==> src/include/xbcsal_cfg.svh <==
`ifndef XBCSAL_CFG_SVH
`define XBCSAL_CFG_SVH
// register offsets on the serial management port
`define XBCSAL_OFS_CTRL_STATUS  3'h0
`define XBCSAL_OFS_CONFIG       3'h1
`define XBCSAL_OFS_LOCK_RELEASE 3'h2
`define XBCSAL_OFS_FUNC_DISABLE 3'h3
`define XBCSAL_OFS_PIN_TRISTATE 3'h4
`define XBCSAL_OFS_LOCK_ONE     3'h5
`define XBCSAL_OFS_LOCK_TWO     3'h6
// field positions
`define XBCSAL_BIT_VIOL_FLAG    2
`define XBCSAL_BIT_MODE_LO      4
`define XBCSAL_BIT_MODE_HI      5
`define XBCSAL_BIT_CS3_LOCK     3
`define XBCSAL_BIT_CS0_LOCK     0
// writable masks; reserved bits read zero
`define XBCSAL_MASK_CONFIG      8'hb1
`define XBCSAL_MASK_FUNC_DIS    8'h3f
`define XBCSAL_MASK_TRISTATE    8'h0f
`define XBCSAL_MASK_LOCK_ONE    8'h9f
`define XBCSAL_MASK_LOCK_TWO    8'hcf
// reset values
`define XBCSAL_RST_REG          8'h00
`endif

==> src/include/xbcsal_pkg.sv <==
package xbcsal_pkg;
  // whole state of the lock block, registered in one place
  typedef struct packed {
    logic [7:0] ctrl_status;
    logic [7:0] configuration;
    logic [7:0] lock_release;
    logic [7:0] func_disable;
    logic [7:0] pin_tristate;
    logic [7:0] lock_one;
    logic [7:0] lock_two;
    logic [7:0] rdata;
    logic       lpc_go;
    logic       lpc_deny;
    logic [1:0] deny_mode;
    logic       acb_go;
    logic [1:0] go_cs;
  } xbcsal_state_t;
endpackage : xbcsal_pkg

==> src/rtl/xbcsal_top.sv <==
`timescale 1ns/1ps
`include "xbcsal_cfg.svh"
// Contract
// RL1: cs3 lock set refuses host cycles to cs3
// RL2: cs3 lock reads zero after reset
// RL3: blocked region answered like locked wakeup module
// RL4: bit 2 locks chip select 2 likewise
// RL5: bit 1 locks chip select 1 likewise
// RL6: bit 0 locks chip select 0 likewise
// RL7: violation answers per mode, sets violation flag
// RL8: serial bus cycles never blocked by locks
module xbcsal_top (
  input  wire logic       clk,
  input  wire logic       rst,
  // serial management register port
  input  wire logic [2:0] sb_addr,
  input  wire logic       sb_wr,
  input  wire logic [7:0] sb_wdata,
  output logic      [7:0] sb_rdata,
  // host cycles aimed at the expansion bus
  input  wire logic       lpc_req,
  input  wire logic [1:0] lpc_cs,
  output logic            lpc_go,
  output logic            lpc_deny,
  output logic      [1:0] lpc_deny_mode,
  // serial bus cycles aimed at the expansion bus
  input  wire logic       acb_req,
  input  wire logic [1:0] acb_cs,
  output logic            acb_go,
  output logic      [1:0] go_cs,
  // lock bits for other modules of the device
  output logic            wakeup_ctrl_host_lock,
  output logic      [3:0] cs_host_lock
);
  import xbcsal_pkg::*;

  xbcsal_state_t s_r;
  xbcsal_state_t s_nxt;

  // one lock bit per chip select, looked up in the second lock register
  function automatic logic cs_locked(input logic [7:0] lock_reg, input logic [1:0] cs);
    cs_locked = lock_reg[`XBCSAL_BIT_CS0_LOCK + 32'(cs)];
  endfunction : cs_locked

  // register read mux; unused offsets read zero
  function automatic logic [7:0] reg_read(input xbcsal_state_t st, input logic [2:0] a);
    case (a)
      `XBCSAL_OFS_CTRL_STATUS:  reg_read = st.ctrl_status;
      `XBCSAL_OFS_CONFIG:       reg_read = st.configuration;
      `XBCSAL_OFS_LOCK_RELEASE: reg_read = st.lock_release;
      `XBCSAL_OFS_FUNC_DISABLE: reg_read = st.func_disable;
      `XBCSAL_OFS_PIN_TRISTATE: reg_read = st.pin_tristate;
      `XBCSAL_OFS_LOCK_ONE:     reg_read = st.lock_one;
      `XBCSAL_OFS_LOCK_TWO:     reg_read = st.lock_two;
      default:                  reg_read = 8'h00;
    endcase
  endfunction : reg_read

  logic host_hit_lock;
  assign host_hit_lock = lpc_req && cs_locked(s_r.lock_two, lpc_cs);

  // next state: register writes, host lockout, serial pass-through
  always_comb begin
    s_nxt = s_r;
    s_nxt.lpc_go   = 1'b0;
    s_nxt.lpc_deny = 1'b0;
    s_nxt.acb_go   = 1'b0;
    if (sb_wr) begin
      case (sb_addr)
        `XBCSAL_OFS_CTRL_STATUS: begin
          // write one clears the violation flag
          if (sb_wdata[`XBCSAL_BIT_VIOL_FLAG]) begin
            s_nxt.ctrl_status[`XBCSAL_BIT_VIOL_FLAG] = 1'b0;
          end
        end
        `XBCSAL_OFS_CONFIG:       s_nxt.configuration = sb_wdata & `XBCSAL_MASK_CONFIG;
        `XBCSAL_OFS_LOCK_RELEASE: s_nxt.lock_release  = sb_wdata;
        `XBCSAL_OFS_FUNC_DISABLE: s_nxt.func_disable  = sb_wdata & `XBCSAL_MASK_FUNC_DIS;
        `XBCSAL_OFS_PIN_TRISTATE: s_nxt.pin_tristate  = sb_wdata & `XBCSAL_MASK_TRISTATE;
        `XBCSAL_OFS_LOCK_ONE:     s_nxt.lock_one      = sb_wdata & `XBCSAL_MASK_LOCK_ONE;
        `XBCSAL_OFS_LOCK_TWO:     s_nxt.lock_two      = sb_wdata & `XBCSAL_MASK_LOCK_TWO;
        default: begin
        end
      endcase
    end
    // host cycle: locked regions are refused and answered per mode
    if (lpc_req) begin
      if (host_hit_lock) begin // RL1 RL4 RL5 RL6
        s_nxt.lpc_deny  = 1'b1; // RL3
        s_nxt.deny_mode = s_r.configuration[`XBCSAL_BIT_MODE_HI:`XBCSAL_BIT_MODE_LO]; // RL7
        // set placed after the clear so a same-cycle event wins
        s_nxt.ctrl_status[`XBCSAL_BIT_VIOL_FLAG] = 1'b1; // RL7
      end else begin
        s_nxt.lpc_go = 1'b1;
        s_nxt.go_cs  = lpc_cs;
      end
    end
    // serial bus owns the bus when both ask; locks never apply here
    if (acb_req) begin // RL8
      s_nxt.acb_go = 1'b1;
      s_nxt.lpc_go = 1'b0;
      s_nxt.go_cs  = acb_cs;
    end
    s_nxt.rdata = reg_read(s_nxt, sb_addr);
  end

  // state register; all locks open after reset
  always_ff @(posedge clk or posedge rst) begin
    if (rst) begin
      s_r <= '0; // RL2
    end else begin
      s_r <= s_nxt;
    end
  end

  // outputs come straight from the state flops
  assign sb_rdata              = s_r.rdata;
  assign lpc_go                = s_r.lpc_go;
  assign lpc_deny              = s_r.lpc_deny;
  assign lpc_deny_mode         = s_r.deny_mode;
  assign acb_go                = s_r.acb_go;
  assign go_cs                 = s_r.go_cs;
  assign wakeup_ctrl_host_lock = s_r.lock_two[7];
  assign cs_host_lock          = s_r.lock_two[3:0];
endmodule : xbcsal_top
==> config.mk <==
export PLATFORM = sky130hd
export DESIGN_NAME = xbcsal_top
export DESIGN_NICKNAME = d
export VERILOG_FILES = /design/src/include/xbcsal_pkg.sv /design/src/rtl/xbcsal_top.sv
export VERILOG_INCLUDE_DIRS = /design/src /design/src/include
export SDC_FILE = /design/constraint.sdc
export NUM_CORES = 1
export LEC_CHECK = 0
export BUFFER_PORTS_ARGS = -buffer_cell sky130_fd_sc_hd__buf_4
export CAP_MARGIN = 20
export CORE_ASPECT_RATIO = 1.25
export CORE_MARGIN = 5
export CORE_UTILIZATION = 50
export CTS_BUF_LIST = sky130_fd_sc_hd__clkbuf_8
export CTS_CLUSTER_DIAMETER = 30
export DETAILED_ROUTE_END_ITERATION = 7
export GPL_ROUTABILITY_DRIVEN = 0
export PLACE_DENSITY_LB_ADDON = 0.3
export SYNTH_ARGS = -nofsm -noshare
export SYNTH_HDL_FRONTEND = slang
export SYNTH_SLANG_ARGS = --single-unit
==> constraint.sdc <==
create_clock -name clk -period 2.25 [get_ports clk]
set_input_delay 0.225 -clock clk [delete_from_list [all_inputs] [get_ports clk]]
set_output_delay 0.225 -clock clk [all_outputs]
set_load 0.02 [all_outputs]
==> metrics.md <==
| Metric | Value |
|---|---|
| CTS Buf Count | 9 |
| Count leader, synth | dfrtp_1 |
| Library cells used by synthesis | 39 |
| Sequential area share after synthesis | 53.2% |
| Die area | 7680 um^2 |
| Worst R2R End | go_cs[1] |
| First-pass GRT wire length | 10400 um |
| Setup TNS | 0 ps |
| Final WS setup | 505 ps |
| Initial antenna violation count | 0 |
| Routed WL | 6270 um |
| Via count | 1994 |
| CTS tree | done |
| Slew @ Worst Pin | 555 ps |
| Comb pwr share | 18.1% |
| Clock Sink Count | 64 |
| Async SR Flop Fraction | 100% |
| Routed WL per cell | 17.9 um |
| WS Path Type | reg -> reg |
| Detailed Routing Iterations Pass 1 | 4 |
| Worst setup path end | go_cs[1] |
| Initial cell density of the core | 51.7% |
| Nets | 299 |
| CP arrival | 1980 ps |
| Post-route ant nets | 0 |
| Grt total ovfl | 0 |
| ANT cells | 0 |
| CP required | 2480 ps |
| Clock Path Buffers | 2 |
| Fin area | 3480 um^2 |
| Post-synth top area cell | dfrtp_1 |
| Setup crit start kind | flop |
| DRC viols | 0 |
| Synth Register Bits | 64 |
| Register-to-register setup slack | 510 ps |
| Max-slew violations | 0 |
| Vias per inst | 5.70 |
| FF-to-FF Start | cs_host_lock[0] |
| Post-synth EDFFs | 0 |
| Max_slew headroom | 62.9% |
| Clock Tree Root | clkbuf_8 |
| Cell Rows | 31 |
| Post-DP Area | 3240 um^2 |
| RSZ-0062 raised after global routing | no |
| Post-Place Cells | 333 |
| Minimum clock period | 1740 ps |
| Syn Inst Count | 254 |
| Maxcap violations | 0 |
| DR iter-0 viols | 129 |
| Top cells by count, synth | dfrtp_1, mux2_1, nand2_1 |
| Routed length on met3 | 343 um |
| Met2 Wirelength | 3100 um |
| Dpl ws | 348 ps |
| Hold Worst Slack | 30.4 ps |
| Final hold vios | 0 |
| Worst Path Max Fanout | 5 |
| Endpoints failing setup | 0 |
| Htree depth | 3 |
| Syn Area/Cell | 11.8 um^2 |
| Worst Skew | 12.5 ps |
| Maximum clock rate | 573 MHz |
| M1 WL | 2710 um |
| Area share of the largest cell type after synthesis | 53.2% |
| Clock insertion delay at the later pin of the skew report | 340 ps |
| Start point of the critical path | cs_host_lock[0] |
| Syn_nets | 274 |
| Port bufs | 39 |
| Pwr Density | 892 nW/um^2 |
| Top routing layer in use | met4 |
| Leak Pwr | 1.64 nW |
| Status | finished clean |
| Overall routing resource usage | 17.6% |
| Final Non-Filler Cells | 350 |
| Die H | 96.7 um |
| Switching Fraction | 26.4% |
| Sequential Power Share | 46.1% |
| Clk pwr share | 35.8% |
| FF-to-FF path depth | 4 |
| Hold WC Path Type | in -> reg |
| Clk pin slew, worst setup/hold paths | 70 ps |
| Core ar. | 5820 um^2 |
| Share of post-route cells with drive strength above 1 | 23.6% |
| Crit path capture type | flop |
| Internal power | 0.00228 W |
| Top cells by area, synth | dfrtp_1, mux2_1, buf_4 |
| # IOs | 40 |
| Post-DP HPWL | 4300 um |
| Post-synth top flop | dfrtp_1 |
| Vias in the first global route | 2060 |
| Peak VDD IR | 442 uV |
| Die Wd | 79.4 um |
| Synth Cell Area | 3010 um^2 |
| Yosys Warn Count | 0 |
| Area Overhead vs Synth | 15.6% |
| Largest net degree at the start of global routing | 30 |
| Period utilization | 77.5% |
| NetSw | 0.000819 W |
area by class of cell:
type                       count  area (um^2)
tap                           66         82.6
multi-input combinational    155         1200
clock inverter                 5         78.8
timing repair buffer          46          348
inverter                       3         11.3
clock buffer                  11          151
sequential                    64         1600
fill                         481         2340
worst min-delay path by stage:
stage                       start               end  cells after the start  slack, ps
after global routing      acb_req            acb_go                      1         10
after CTS                 acb_req            acb_go                      1         20
after detailed placement      rst  lpc_deny_mode[1]                      2        240
after floorplan           acb_req            acb_go                      0        260
after global placement        rst          lpc_deny                      2        240
final                     acb_req            acb_go                      1         30
registers in the layout (all words and copies together) (netlist names):
register and count:
sb_rdata 8, lpc_deny 1, wakeup_ctrl_host_lock 1, cs_host_lock 4, go_cs 2, s_r 44, lpc_deny_mode 2, acb_go 1
lpc_go 1
cells by family after synthesis:
| logic type | after synthesis | synth area share [%] |
|---|---|---|
| DFF | 64 | 53.2 |
| muxes | 52 | 19.4 |
| and+or+nand+nor | 61 | 10.9 |
| AOI/OAI and AO/OA | 42 | 9.73 |
| buffers and inverters | 35 | 6.74 |
cell usage in the layout (no fill, tap or decap), types with 2 or more instances in the layout:
master	count
a221oi_1	4
buf_4	45
o21ai_1	4
inv_2	2
a21oi_1	8
nand2_1	18
nand3_1	9
nor2b_1	14
mux2i_1	10
o21ai_0	6
o211ai_1	2
and2_1	8
a31oi_1	2
mux2_1	39
a211oi_1	2
o211a_1	2
nand2b_1	2
clkinv_2	2
bufinv_16	2
mux2_2	2
o32a_1	2
clkbuf_8	11
dfrtp_1	64
o31ai_1	3
nor2_1	4
critical path, stage by stage (launching register included):
cell	delay, ps
dfrtp_1	440
mux4_2	490
nand2b_4	160
mux2_1	300
mux2_2	260
timing repair:
| item | CTS | global route |
|---|---|---|
| hold buffers | 1 | 0 |
| endpoints found under the hold margin | 18 | 0 |
| resized for setup | 0 | 0 |
| setup buffers | 0 | 0 |
metrics by stage:
stage                     total power [W]  utilization, %
after floorplan                   0.00186               -
after global placement            0.00200            55.6
after detailed placement          0.00202            55.6
after CTS                         0.00314            59.8
after global routing              0.00326            59.8
final                             0.00310            59.8
per-layer routing:
metal | track usage, % | vias to the layer above
li1 | - | 933
met1 | 22.8 | 993
met2 | 27.3 | 57
met3 | 4.93 | 11
met4 | 8.07 | 0
met5 | 0 | -
power groups by stage:
stage               combinational (W)  sequential, W  clock (W)
floorplan                    0.000431        0.00143          0
CTS                          0.000569        0.00143    0.00114
global route                 0.000617        0.00145    0.00119
finish                       0.000561        0.00143    0.00111
detailed placement           0.000564        0.00145          0
global placement             0.000553        0.00144          0
Power figures use the tool's default switching activity.
